===== src/charger_status_pkg.sv =====
package charger_status_pkg;

    localparam int unsigned ADDR_WIDTH = 8;
    localparam int unsigned DATA_WIDTH = 8;

    // Register offsets on the serial control interface
    localparam logic [7:0] CHARGE_AND_SOURCE_STATE_ADDR  = 8'h1E;
    localparam logic [7:0] FAULT_CONDITION_STATE_ADDR    = 8'h1F;
    localparam logic [7:0] REGULATION_EVENT_LATCHES_ADDR = 8'h20;
    localparam logic [7:0] STATE_CHANGE_LATCHES_ADDR     = 8'h21;

    // Reset value shared by all four registers
    localparam logic [7:0] REG_RESET = 8'h00;

    // Charge and source state fields
    localparam int unsigned CHARGE_PHASE_LSB  = 3;
    localparam int unsigned CHARGE_PHASE_MSB  = 4;
    localparam int unsigned INPUT_SOURCE_LSB  = 0;
    localparam int unsigned INPUT_SOURCE_MSB  = 2;
    localparam logic [2:0]  SOURCE_UNKNOWN    = 3'h4;

    // Fault condition state fields
    localparam int unsigned INPUT_FAULT_BIT   = 7;
    localparam int unsigned BATTERY_FAULT_BIT = 6;
    localparam int unsigned SYSTEM_FAULT_BIT  = 5;
    localparam int unsigned DIE_OVERHEAT_BIT  = 3;
    localparam int unsigned THERM_ZONE_LSB    = 0;
    localparam int unsigned THERM_ZONE_MSB    = 2;

    // Regulation event latch positions
    localparam int unsigned CONVERSION_DONE_BIT = 6;
    localparam int unsigned THERMAL_LOOP_BIT    = 5;
    localparam int unsigned MIN_SYS_RAIL_BIT    = 4;
    localparam int unsigned INPUT_CURRENT_BIT   = 3;
    localparam int unsigned INPUT_VOLTAGE_BIT   = 2;
    localparam int unsigned CHARGE_TIMER_BIT    = 1;
    localparam int unsigned HOST_WATCHDOG_BIT   = 0;

    // State change latch positions
    localparam int unsigned PHASE_CHANGE_BIT  = 3;
    localparam int unsigned SOURCE_CHANGE_BIT = 0;

    // Bits that exist; all others read as zero
    localparam logic [7:0] CHARGE_SOURCE_USED = 8'h1F;
    localparam logic [7:0] FAULT_USED         = 8'hEF;
    localparam logic [7:0] REGULATION_USED    = 8'h7F;
    localparam logic [7:0] CHANGE_USED        = 8'h09;

    // Number of level conditions watched by the shared edge detector
    localparam int unsigned EDGE_COUNT = 7;

    typedef enum logic [1:0] {
        PHASE_IDLE     = 2'b00,
        PHASE_CURRENT  = 2'b01,
        PHASE_VOLTAGE  = 2'b10,
        PHASE_TOP_OFF  = 2'b11
    } charge_phase_t;

    typedef enum logic [2:0] {
        ZONE_NORMAL    = 3'b000,
        ZONE_COLD      = 3'b001,
        ZONE_HOT       = 3'b010,
        ZONE_COOL      = 3'b011,
        ZONE_WARM      = 3'b100,
        ZONE_PRE_COOL  = 3'b101,
        ZONE_PRE_WARM  = 3'b110,
        ZONE_BIAS_FAIL = 3'b111
    } thermistor_zone_t;

endpackage


===== src/level_edge_detect.sv =====
`timescale 1ns/1ps
module level_edge_detect #(
    parameter int unsigned WIDTH = 1
) (
    input  wire logic             i_clock,
    input  wire logic             i_arst_n,
    input  wire logic [WIDTH-1:0] i_level,
    output logic      [WIDTH-1:0] o_rise,
    output logic      [WIDTH-1:0] o_fall
);

    logic [WIDTH-1:0] last_level;
    logic [WIDTH-1:0] next_last_level;

    // Remember last cycle's levels; conditions come from core-clock logic
    always_comb begin
        next_last_level = i_level;
    end

    always_ff @(posedge i_clock or negedge i_arst_n) begin
        if (!i_arst_n) begin
            last_level <= '0;
        end else begin
            last_level <= next_last_level;
        end
    end

    // A level already high at reset release counts as a rise
    assign o_rise = i_level & ~last_level;
    assign o_fall = ~i_level & last_level;

endmodule


===== src/charger_status_flag_bank.sv =====
// Operation
// - Phase code: idle, current, voltage, top-off
// - Unrecognised adapter reports source code 100b
// - Bit 7 high on input overvoltage or sleep
// - Bit 6 high on battery overcurrent/overvoltage
// - Bit 5 high on rail short/overvoltage
// - Bit 3 high during die thermal shutdown
// - Zone code encodes seven thermistor zones
// - Rail absent gives 1, bias fault 7
// - Conversion flag only in one-shot mode
// - Thermal loop flag on rising edge
// - Min rail flag on entry and exit
// - Current limit flag on either loop rising
// - Input voltage flag on loop rising edge
// - Timer flag on safety timer expiry edge
// - Watchdog flag on watchdog expiry edge
// - Phase change flag when phase code changes
// - Source change flag when source code changes
// - Registers reset zero, reserved zero, read-only
// - Mask bit suppresses notification for flag
`timescale 1ns/1ps
module charger_status_flag_bank (
    input  wire logic                                   i_clock,
    input  wire logic                                   i_arst_n,
    // Register read port from the serial interface slave
    input  wire logic                                   i_read_strobe,
    input  wire logic [charger_status_pkg::ADDR_WIDTH-1:0] i_read_addr,
    output logic      [charger_status_pkg::DATA_WIDTH-1:0] o_read_data,
    output logic                                        o_read_valid,
    // Charge phase conditions
    input  wire logic                                   i_charge_current_phase,
    input  wire logic                                   i_charge_voltage_phase,
    input  wire logic                                   i_top_off_active,
    // Input source
    input  wire logic [2:0]                             i_adapter_code,
    input  wire logic                                   i_adapter_unknown,
    // Fault conditions
    input  wire logic                                   i_input_overvoltage,
    input  wire logic                                   i_input_sleep,
    input  wire logic                                   i_battery_overcurrent,
    input  wire logic                                   i_battery_overvoltage,
    input  wire logic                                   i_system_rail_short,
    input  wire logic                                   i_system_rail_overvoltage,
    input  wire logic                                   i_die_overheat,
    // Thermistor
    input  wire logic [2:0]                             i_thermistor_zone,
    input  wire logic                                   i_thermistor_rail_absent,
    input  wire logic                                   i_thermistor_bias_fault,
    // Regulation and timer conditions
    input  wire logic                                   i_conversion_done,
    input  wire logic                                   i_one_shot_mode,
    input  wire logic                                   i_die_thermal_regulation,
    input  wire logic                                   i_min_system_regulation,
    input  wire logic                                   i_input_current_regulation,
    input  wire logic                                   i_pin_set_current_limit,
    input  wire logic                                   i_input_voltage_regulation,
    input  wire logic                                   i_charge_timer_expired,
    input  wire logic                                   i_host_watchdog_expired,
    // Mask bits held by the mask registers
    input  wire logic [charger_status_pkg::DATA_WIDTH-1:0] i_regulation_mask,
    input  wire logic [charger_status_pkg::DATA_WIDTH-1:0] i_change_mask,
    // Notification pulse towards the interrupt pin driver
    output logic                                        o_notify
);

    import charger_status_pkg::*;

    // Register state
    // Live status copies plus the two event latch bytes
    logic [DATA_WIDTH-1:0] charge_and_source_state;
    logic [DATA_WIDTH-1:0] fault_condition_state;
    logic [DATA_WIDTH-1:0] regulation_event_latches;
    logic [DATA_WIDTH-1:0] state_change_latches;
    logic [DATA_WIDTH-1:0] next_charge_and_source_state;
    logic [DATA_WIDTH-1:0] next_fault_condition_state;
    logic [DATA_WIDTH-1:0] next_regulation_event_latches;
    logic [DATA_WIDTH-1:0] next_state_change_latches;

    // Read port state
    // Read data holds its last value until the next read
    logic [DATA_WIDTH-1:0] read_data;
    logic                  read_valid;
    logic                  notify;
    logic [DATA_WIDTH-1:0] next_read_data;
    logic                  next_read_valid;
    logic                  next_notify;

    // Combinational helpers
    charge_phase_t         charge_phase_code;
    thermistor_zone_t      thermistor_zone_code;
    logic [2:0]            input_source_code;
    logic [DATA_WIDTH-1:0] regulation_set;
    logic [DATA_WIDTH-1:0] change_set;
    logic [DATA_WIDTH-1:0] regulation_clear;
    logic [DATA_WIDTH-1:0] change_clear;
    logic [EDGE_COUNT-1:0] watched_levels;
    logic [EDGE_COUNT-1:0] level_rise;
    logic [EDGE_COUNT-1:0] level_fall;

    // Address decode used by both the data mux and the clear logic
    function automatic logic addr_hit(
        input logic [ADDR_WIDTH-1:0] addr,
        input logic [ADDR_WIDTH-1:0] target
    );
        addr_hit = (addr == target);
    endfunction

    // Edge index assignment for watched levels
    // The watchdog stays out of this vector, on its own detector
    localparam int unsigned EDGE_CONVERSION = 0;
    localparam int unsigned EDGE_THERMAL    = 1;
    localparam int unsigned EDGE_MIN_RAIL   = 2;
    localparam int unsigned EDGE_CURRENT    = 3;
    localparam int unsigned EDGE_PIN_LIMIT  = 4;
    localparam int unsigned EDGE_VOLTAGE    = 5;
    localparam int unsigned EDGE_TIMER      = 6;

    // Conversion done is gated by one-shot mode before edge detection
    always_comb begin
        watched_levels                  = '0;
        watched_levels[EDGE_CONVERSION] = i_conversion_done & i_one_shot_mode;
        watched_levels[EDGE_THERMAL]    = i_die_thermal_regulation;
        watched_levels[EDGE_MIN_RAIL]   = i_min_system_regulation;
        watched_levels[EDGE_CURRENT]    = i_input_current_regulation;
        watched_levels[EDGE_PIN_LIMIT]  = i_pin_set_current_limit;
        watched_levels[EDGE_VOLTAGE]    = i_input_voltage_regulation;
        watched_levels[EDGE_TIMER]      = i_charge_timer_expired;
    end

    // One shared detector; a level that stays high sets its flag only once
    level_edge_detect #(
        .WIDTH (EDGE_COUNT)
    ) u_level_edges (
        .i_clock  (i_clock),
        .i_arst_n (i_arst_n),
        .i_level  (watched_levels),
        .o_rise   (level_rise),
        .o_fall   (level_fall)
    );

    // Watchdog has its own small edge detector to keep the vector compact
    logic watchdog_rise;
    level_edge_detect #(
        .WIDTH (1)
    ) u_watchdog_edge (
        .i_clock  (i_clock),
        .i_arst_n (i_arst_n),
        .i_level  (i_host_watchdog_expired),
        .o_rise   (watchdog_rise),
        .o_fall   ()
    );

    // Charge phase: top-off outranks voltage, voltage outranks current
    // so overlapping phase inputs at a handover still give one code
    always_comb begin
        if (i_top_off_active) begin
            charge_phase_code = PHASE_TOP_OFF;
        end else if (i_charge_voltage_phase) begin
            charge_phase_code = PHASE_VOLTAGE;
        end else if (i_charge_current_phase) begin
            charge_phase_code = PHASE_CURRENT;
        end else begin
            charge_phase_code = PHASE_IDLE;
        end
    end

    // Unrecognised adapter overrides whatever type code detection gives
    always_comb begin
        if (i_adapter_unknown) begin
            input_source_code = SOURCE_UNKNOWN;
        end else begin
            input_source_code = i_adapter_code;
        end
    end

    // Bias fault wins over missing rail; either wins over the measured zone
    // Limitation: a missing rail reads the same as a true cold zone
    always_comb begin
        if (i_thermistor_bias_fault) begin
            thermistor_zone_code = ZONE_BIAS_FAIL;
        end else if (i_thermistor_rail_absent) begin
            thermistor_zone_code = ZONE_COLD;
        end else begin
            thermistor_zone_code = thermistor_zone_t'(i_thermistor_zone);
        end
    end

    // Live status registers follow their conditions every cycle
    always_comb begin
        next_charge_and_source_state = REG_RESET;
        next_charge_and_source_state[CHARGE_PHASE_MSB:CHARGE_PHASE_LSB] = charge_phase_code;
        next_charge_and_source_state[INPUT_SOURCE_MSB:INPUT_SOURCE_LSB] = input_source_code;
        next_fault_condition_state = REG_RESET;
        next_fault_condition_state[INPUT_FAULT_BIT] =
            i_input_overvoltage | i_input_sleep;
        next_fault_condition_state[BATTERY_FAULT_BIT] =
            i_battery_overcurrent | i_battery_overvoltage;
        next_fault_condition_state[SYSTEM_FAULT_BIT] =
            i_system_rail_short | i_system_rail_overvoltage;
        next_fault_condition_state[DIE_OVERHEAT_BIT] = i_die_overheat;
        next_fault_condition_state[THERM_ZONE_MSB:THERM_ZONE_LSB] = thermistor_zone_code;
    end

    // Event sources for the regulation latches
    always_comb begin
        regulation_set = '0;
        regulation_set[CONVERSION_DONE_BIT] = level_rise[EDGE_CONVERSION];
        regulation_set[THERMAL_LOOP_BIT]    = level_rise[EDGE_THERMAL];
        regulation_set[MIN_SYS_RAIL_BIT]    =
            level_rise[EDGE_MIN_RAIL] | level_fall[EDGE_MIN_RAIL];
        regulation_set[INPUT_CURRENT_BIT]   =
            level_rise[EDGE_CURRENT] | level_rise[EDGE_PIN_LIMIT];
        regulation_set[INPUT_VOLTAGE_BIT]   = level_rise[EDGE_VOLTAGE];
        regulation_set[CHARGE_TIMER_BIT]    = level_rise[EDGE_TIMER];
        regulation_set[HOST_WATCHDOG_BIT]   = watchdog_rise;
    end

    // Change events compare the new codes against the reported ones
    // so a code that holds steady never flags a second time
    always_comb begin
        change_set = '0;
        change_set[PHASE_CHANGE_BIT] =
            (next_charge_and_source_state[CHARGE_PHASE_MSB:CHARGE_PHASE_LSB] !=
             charge_and_source_state[CHARGE_PHASE_MSB:CHARGE_PHASE_LSB]);
        change_set[SOURCE_CHANGE_BIT] =
            (next_charge_and_source_state[INPUT_SOURCE_MSB:INPUT_SOURCE_LSB] !=
             charge_and_source_state[INPUT_SOURCE_MSB:INPUT_SOURCE_LSB]);
    end

    // A read clears the whole latch register it targets
    // Safe because the host always sees every bit of the byte it reads
    always_comb begin
        regulation_clear = '0;
        change_clear     = '0;
        if (i_read_strobe && addr_hit(i_read_addr, REGULATION_EVENT_LATCHES_ADDR)) begin
            regulation_clear = '1;
        end
        if (i_read_strobe && addr_hit(i_read_addr, STATE_CHANGE_LATCHES_ADDR)) begin
            change_clear = '1;
        end
    end

    // Set beats clear so an event landing on the read is reported next time
    always_comb begin
        next_regulation_event_latches =
            ((regulation_event_latches & ~regulation_clear) | regulation_set)
            & REGULATION_USED;
        next_state_change_latches =
            ((state_change_latches & ~change_clear) | change_set) & CHANGE_USED;
    end

    // Read mux returns the value before any clear; reserved bits forced low
    always_comb begin
        next_read_valid = i_read_strobe;
        next_read_data  = read_data;
        if (i_read_strobe) begin
            if (addr_hit(i_read_addr, CHARGE_AND_SOURCE_STATE_ADDR)) begin
                next_read_data = charge_and_source_state & CHARGE_SOURCE_USED;
            end else if (addr_hit(i_read_addr, FAULT_CONDITION_STATE_ADDR)) begin
                next_read_data = fault_condition_state & FAULT_USED;
            end else if (addr_hit(i_read_addr, REGULATION_EVENT_LATCHES_ADDR)) begin
                next_read_data = regulation_event_latches & REGULATION_USED;
            end else if (addr_hit(i_read_addr, STATE_CHANGE_LATCHES_ADDR)) begin
                next_read_data = state_change_latches & CHANGE_USED;
            end else begin
                next_read_data = REG_RESET; // Unmapped addresses read zero
            end
        end
    end

    // Pulse only for new, unmasked events; masking never stops the latch
    // Limitation: events on back-to-back cycles merge into one longer pulse
    always_comb begin
        next_notify = |(regulation_set & ~i_regulation_mask & REGULATION_USED) |
                      |(change_set & ~i_change_mask & CHANGE_USED);
    end

    // All state resets to zero; nothing here is host-writable
    // Besides a read, reset is the only way a latch returns to zero
    always_ff @(posedge i_clock or negedge i_arst_n) begin
        if (!i_arst_n) begin
            charge_and_source_state  <= REG_RESET;
            fault_condition_state    <= REG_RESET;
            regulation_event_latches <= REG_RESET;
            state_change_latches     <= REG_RESET;
            read_data                <= REG_RESET;
            read_valid               <= 1'b0;
            notify                   <= 1'b0;
        end else begin
            charge_and_source_state  <= next_charge_and_source_state;
            fault_condition_state    <= next_fault_condition_state;
            regulation_event_latches <= next_regulation_event_latches;
            state_change_latches     <= next_state_change_latches;
            read_data                <= next_read_data;
            read_valid               <= next_read_valid;
            notify                   <= next_notify;
        end
    end

    // Outputs straight from flip-flops
    assign o_read_data  = read_data;
    assign o_read_valid = read_valid;
    assign o_notify     = notify;

endmodule


===== config.mk =====
export PLATFORM = sky130hd
export DESIGN_NAME = charger_status_flag_bank
export DESIGN_NICKNAME = d
export VERILOG_FILES = /design/src/charger_status_pkg.sv /design/src/level_edge_detect.sv /design/src/charger_status_flag_bank.sv
export SDC_FILE = /design/constraint.sdc
export NUM_CORES = 1
export LEC_CHECK = 0
export BUFFER_PORTS_ARGS = -buffer_cell sky130_fd_sc_hd__buf_4
export CAP_MARGIN = 5
export CORE_ASPECT_RATIO = 1.25
export CORE_MARGIN = 2
export CORE_UTILIZATION = 40
export CTS_BUF_LIST = sky130_fd_sc_hd__clkbuf_8
export DETAILED_ROUTE_END_ITERATION = 7
export PLACE_DENSITY = 0.81
export SLEW_MARGIN = 40
export SYNTH_ARGS = -nofsm -noshare
export SYNTH_HDL_FRONTEND = slang
export SYNTH_SLANG_ARGS = --single-unit
export TNS_END_PERCENT = 20

===== constraint.sdc =====
create_clock -name i_clock -period 1 [get_ports i_clock]
set_input_delay 0.05 -clock i_clock [delete_from_list [all_inputs] [get_ports i_clock]]
set_output_delay 0.05 -clock i_clock [all_outputs]
set_load 0.03 [all_outputs]

==> After elaboration in Yosys (flattened, before gate mapping) <==
Index checks and enable logic that the tools add are counted.
{ "classes": {"shifts": 0, "n_mux": 12, "mul": 0, "n_lt_le_gt_ge": 0, "div": 0, "eq_ne": 6, "reduce_logical": 4, "bitwise_logic": 23, "add_sub_neg": 0} }
{ "ops": {"columns": ["op", "count"], "rows": [
  ["7-bit bitwise AND", 3],
  ["7-bit NOT", 3],
  ["8-bit by 5-bit == test with 1-bit output, second input constant", 2],
  ["8-bit by 6-bit == test with 1-bit output, second input constant", 2],
  ["8-bit 2-to-1 mux", 2],
  ["7-bit 2-to-1 mux", 2],
  ["3-bit 2-to-1 mux", 3],
  ["4-bit bitwise AND", 2],
  ["4-bit 2-to-1 mux", 2],
  ["4-bit NOT", 2],
  ["7-bit OR", 1],
  ["7-bit OR reduction", 1],
  ["1-bit OR", 6],
  ["2-bit 2-to-1 mux", 2],
  ["4-bit OR", 1],
  ["3-bit bitwise AND", 1],
  ["3-bit != test", 1],
  ["3-bit NOT", 1],
  ["1-bit bitwise AND", 2],
  ["1-bit logical AND", 2],
  ["2-bit != test", 1],
  ["2-bit OR reduction", 1],
  ["1-bit 2-to-1 mux", 1],
  ["1-bit NOT", 1]
]} }
{ "totals": {"mem_bits_rw": 0, "latch_bits": 0, "mem_bits_ro": 0, "input_bits": 55, "register_bits": 39, "word_cells": 54, "memories": 0, "out_inout_bits": 10} }

==> Depth between registers and ports, before layout <==
{ "depth": {"word_depth": 7, "ltp_mapped": 5, "ltp_nobuf": 4} }

==> By module <==
A second synthesis with hierarchy kept.
{ "unflattened": {"cells_unflattened": 157, "hier_area_um2": 1731.7} }
{ "by_module_without_submodules": {"columns": ["mod", "cells_each", "instances", "seq_area_each_um2", "area_per_inst_um2"], "rows": [
  ["charger_status_flag_bank", 133, 1, 775.7, 1393.8],
  ["level_edge_detect (u_level_edges)", 21, 1, 175.2, 297.8],
  ["level_edge_detect (u_watchdog_edge)", 3, 1, 25.0, 40.0]
]} }

==> Worst setup path before layout <==
OpenSTA, ideal clock, no wires.
{ "synth_path": {"kind": "input to register", "start": "in i_read_addr[7] (netlist bit)", "end": "reg state_change_latches[3]", "t_required_ns": 0.874, "setup_slack_ns": -0.300, "arrival_ns": 1.174, "setup_ns": 0.126, "cell_stages": 4, "n_path_buf": 0, "cell_sequence": "or4b_4 -> nor4_4 -> nand3_1 -> a221o_1"} }
{ "synth_between": {"elab_chain_cells": 6} }
{ "synth_lines": {"columns": ["element", "line", "text"], "rows": [
  ["start: declaration", "charger_status_flag_bank.sv:27", "input wire logic [charger_status_pkg::ADDR_WIDTH-1:0] i_read_addr,"],
  ["8-bit by 6-bit == test with 1-bit output", "charger_status_flag_bank.sv:105", "addr_hit = (addr == target);"],
  ["1-bit logical AND", "charger_status_flag_bank.sv:238", "if (i_read_strobe && addr_hit(i_read_addr, STATE_CHANGE_LATCHES_ADDR)) begin"],
  ["4-bit 2-to-1 mux", "charger_status_flag_bank.sv:238", null],
  ["4-bit NOT", "charger_status_flag_bank.sv:249", "((state_change_latches & ~change_clear) | change_set) & CHANGE_USED;"],
  ["4-bit bitwise AND", "charger_status_flag_bank.sv:249", null],
  ["4-bit OR", "charger_status_flag_bank.sv:249", null],
  ["via next_state_change_latches[3]", "charger_status_flag_bank.sv:77", "logic [DATA_WIDTH-1:0] next_state_change_latches;"],
  ["end signal: assignment", "charger_status_flag_bank.sv:293", "state_change_latches <= next_state_change_latches;"],
  ["end: declaration", "charger_status_flag_bank.sv:73", "logic [DATA_WIDTH-1:0] state_change_latches;"]
]} }
The timed path passes the listed nets, and every way through them passes these cells.
A chain may end at the register's enable or synchronous reset.

==> Worst setup path in the final report <==
{ "layout_path": {"start": "reg u_level_edges.last_level[1]", "end": "reg notify (netlist: o_notify)"} }
{ "layout_between": {"elab_chain_cells": 5} }
{ "layout_lines": {"columns": ["element", "line", "text"], "rows": [
  ["start: declaration", "level_edge_detect.sv:12", "logic [WIDTH-1:0] last_level;"],
  ["start signal: assignment", "level_edge_detect.sv:24", "last_level <= next_last_level;"],
  ["7-bit NOT", "level_edge_detect.sv:29", "assign o_rise = i_level & ~last_level;"],
  ["7-bit bitwise AND", "level_edge_detect.sv:29", null],
  ["7-bit bitwise AND", "charger_status_flag_bank.sv:274", "next_notify = |(regulation_set & ~i_regulation_mask & REGULATION_USED) |"],
  ["7-bit OR reduction", "charger_status_flag_bank.sv:274", null],
  ["1-bit OR", "charger_status_flag_bank.sv:275", "|(change_set & ~i_change_mask & CHANGE_USED);"],
  ["via next_notify", "charger_status_flag_bank.sv:86", "logic next_notify;"],
  ["end signal: assignment", "charger_status_flag_bank.sv:296", "notify <= next_notify;"],
  ["end: declaration", "charger_status_flag_bank.sv:83", "logic notify;"]
]} }
The timed path passes the listed nets, and every way through them passes these cells.

==> metrics.md <==
| Metric | Value |
|---|---|
| CTS buffer count | 5 |
| Via density per instance | 4.822 |
| Vias in the first global route | 1671 |
| Synthesis-stage register bit count | 39 |
| Initial antenna violation count | 0 |
| # clock sinks | 39 |
| Register-to-Register Path Depth | 4 |
| Gr usage total | 20.47% |
| Post-layout util | 67.63% |
| Global-route wire length before repair | 7044 um |
| Residual DRC | 0 |
| Most used DFF post-synth | dfrtp_1 |
| WHS Path Cells | 3 |
| Outcome | finished with violations |
| Commonest non-fill, non-tap cell in the layout | buf_4 |
| Setup ws final | -283.6 ps |
| Clock Skews | 3.853 ps |
| Die Y | 76.36 um |
| Initial drt markers | 64 |
| Highest Clock Rate | 779.0 MHz |
| Final Max Tran Viols | 0 |
| CP endpoint kind | register |
| Final WL | 4426 um |
| Final Setup Violations | 9 |
| Final antenna diode count | 0 |
| Post-DP Area | 0.002349 mm2 |
| Async set or reset register ratio after synthesis | 100.0% |
| H-tree depth | 2 |
| PwrDens | 1151 mW/mm2 |
| Syn avg cell area | 11.40 um2 |
| Pin count of the biggest net entering global routing | 40 |
| Worst-Margin Slew | 476.5 ps |
| Reg clk slew, reported paths | 70 ps |
| Setup Total Neg Slack | -878.9 ps |
| Most frequent cells in the layout | 79 x buf_4, 39 x dfrtp_1, 24 x dlygate4sd3_1 |
| EDFF count, synth | 0 |
| I/O Pins | 65 |
| Slew HR | 68.23% |
| RSZ-0062 raised after global routing | yes |
| Period utilization | 128.4% |
| Core ar. | 0.004066 mm2 |
| Static leakage | 1.274 nW |
| Final layout net count | 312 |
| Mapped Cells | 147 |
| FP Rows | 26 |
| Post-synthesis sequential area ratio | 58.25% |
| Net Count, Synth | 202 |
| Starting density of the core | 41.20% |
| Tmin final | 1284 ps |
| First-pass DRT Iterations | 4 |
| Non-filler cells, final | 314 |
| Max Cap Viol | 0 |
| Worst skew pair latency | 290 ps |
| Unique masters post-synth | 41 |
| WL/cell | 14.10 um |
| Area delta synth->final | 64.15% |
| Die W | 61.89 um |
| Cell area after layout | 0.002750 mm2 |
| Hold Vio Cnt, Final | 0 |
| Crit path kind | reg2reg |
| Antenna-violating nets left | 0 |
| Clock tree buffer depth | 2 |
| Worst EP required | 1180 ps |
| Min-Delay Path Class | in2reg |
| Die Area | 0.004725 mm2 |
| Post-DP HPWL | 2865 um |
| Layout cells sized above 1 | 43.02% |
| Root Buffer | clkbuf_8 |
| Total congestion overflow | 0 |
| GP Congestion | 0.7789 |
| Setup Fix Bufs, Post-CTS | 0 |
| Port bufs | 57 |
| Failing checks | setup timing |
| Placed Cells | 282 |
| Yosys warnings | 0 |
| CP max FO | 2 |
| Syn Std Cell Area | 0.001675 mm2 |
| Vias | 1514 |
| Critical path arrival | 1460 ps |
| CP Launch Type | register |
| Peak VDD IR | 1.003 mV |
| CTS tree | done |
==> Yosys cell counts (all sizes together) (3+ instances only) <==
master	number	area share, %
nand3	13	3.9
a21oi	3	0.90
a22oi	3	1.3
dfrtp	39	58
nor2	3	0.82
nor3b	4	1.8
a31oi	3	1.1
a22o	4	2.1
or2	6	2.2
nand2b	5	1.9
inv	15	3.4
nor2b	5	1.9
a21o	4	1.8
nand2	3	0.82
xnor2	4	2.1
o21ai	5	1.5
==> through the flow <==
step                setup slack, ps  power [mW]  hold WS (ps)
floorplan                    -299.8       1.824        -245.6
global placement             -422.3       2.117         43.12
detailed placement           -449.4       2.128         41.21
CTS                          -237.1       3.173       0.01232
global route                 -299.1       3.311         28.35
finish                       -283.6       3.166         9.861
==> power breakdown <==
part           internal [mW]  switching, mW
Sequential              1.63         0.0243
Combinational          0.327          0.224
Clock                  0.468          0.494
Total                   2.42          0.742
==> worst max-delay path: stages, from the launching register on <==
cell,delay [ps]
dfrtp_1,370
nor3b_1,70
nor4_1,280
o211ai_1,200
a211o_1,260
==> cells by family after synthesis <==
group                  Yosys count  synth area share [%]
AND/OR/NAND/NOR                 51                 20.17
flip-flops                      39                 58.25
AO/OA/AOI/OAI                   32                 13.52
buffers and inverters           18                 4.107
XOR/XNOR                         5                 2.614
multiplexers                     2                 1.344
==> per-layer routing <==
layer | wire [um] | up-vias | GRT usage [%] | share of wire [%]
met1 | 1682 | 731 | 23.71 | 38
met5 | 0 | - | 0 | 0
li1 | - | 732 | - | -
met4 | 83 | 0 | 8.298 | 1.9
met3 | 158 | 7 | 4.244 | 3.6
met2 | 2501 | 44 | 35.16 | 57
==> registers in the layout, indices dropped and copies added, names as in the netlist <==
name / flops
charge_and_source_state: 5
regulation_event_latches: 7
o_read_valid: 1
o_read_data: 8
u_level_edges.last_level: 7
state_change_latches: 2
o_notify: 1
u_watchdog_edge.last_level: 1
fault_condition_state: 7
==> what timing repair did <==
action,CTS,global route
hold buffers,24,0
endpoints found under the setup margin,16,15
resized for setup,15,5
hold endpoints to repair,57,0
pin swaps,7,8
==> worst paths after layout <==
kind | startpoint | end | slack, ps
min in group asynchronous | i_arst_n | u_level_edges.last_level[4] | 270
hold / removal | i_one_shot_mode | u_level_edges.last_level[0] | 10
hold reg to reg | u_level_edges.last_level[0] | regulation_event_latches[6] | 460
setup reg to reg | u_level_edges.last_level[1] | o_notify | -280
max in group asynchronous | i_arst_n | o_read_data[7] | 400
setup / recovery | u_level_edges.last_level[1] | o_notify | -280
==> layout make-up <==
| type | instances | area (um2) |
|---|---|---|
| inverter | 15 | 56.30 |
| clock inverter | 3 | 12.51 |
| sequential | 39 | 975.9 |
| clock buffer | 5 | 68.82 |
| timing repair buffer | 106 | 867.1 |
| multi-input combinational | 90 | 699.4 |
| tap | 56 | 70.07 |
| fill | 300 | 1316 |
Note: power is estimated with default switching activity, not from simulation.
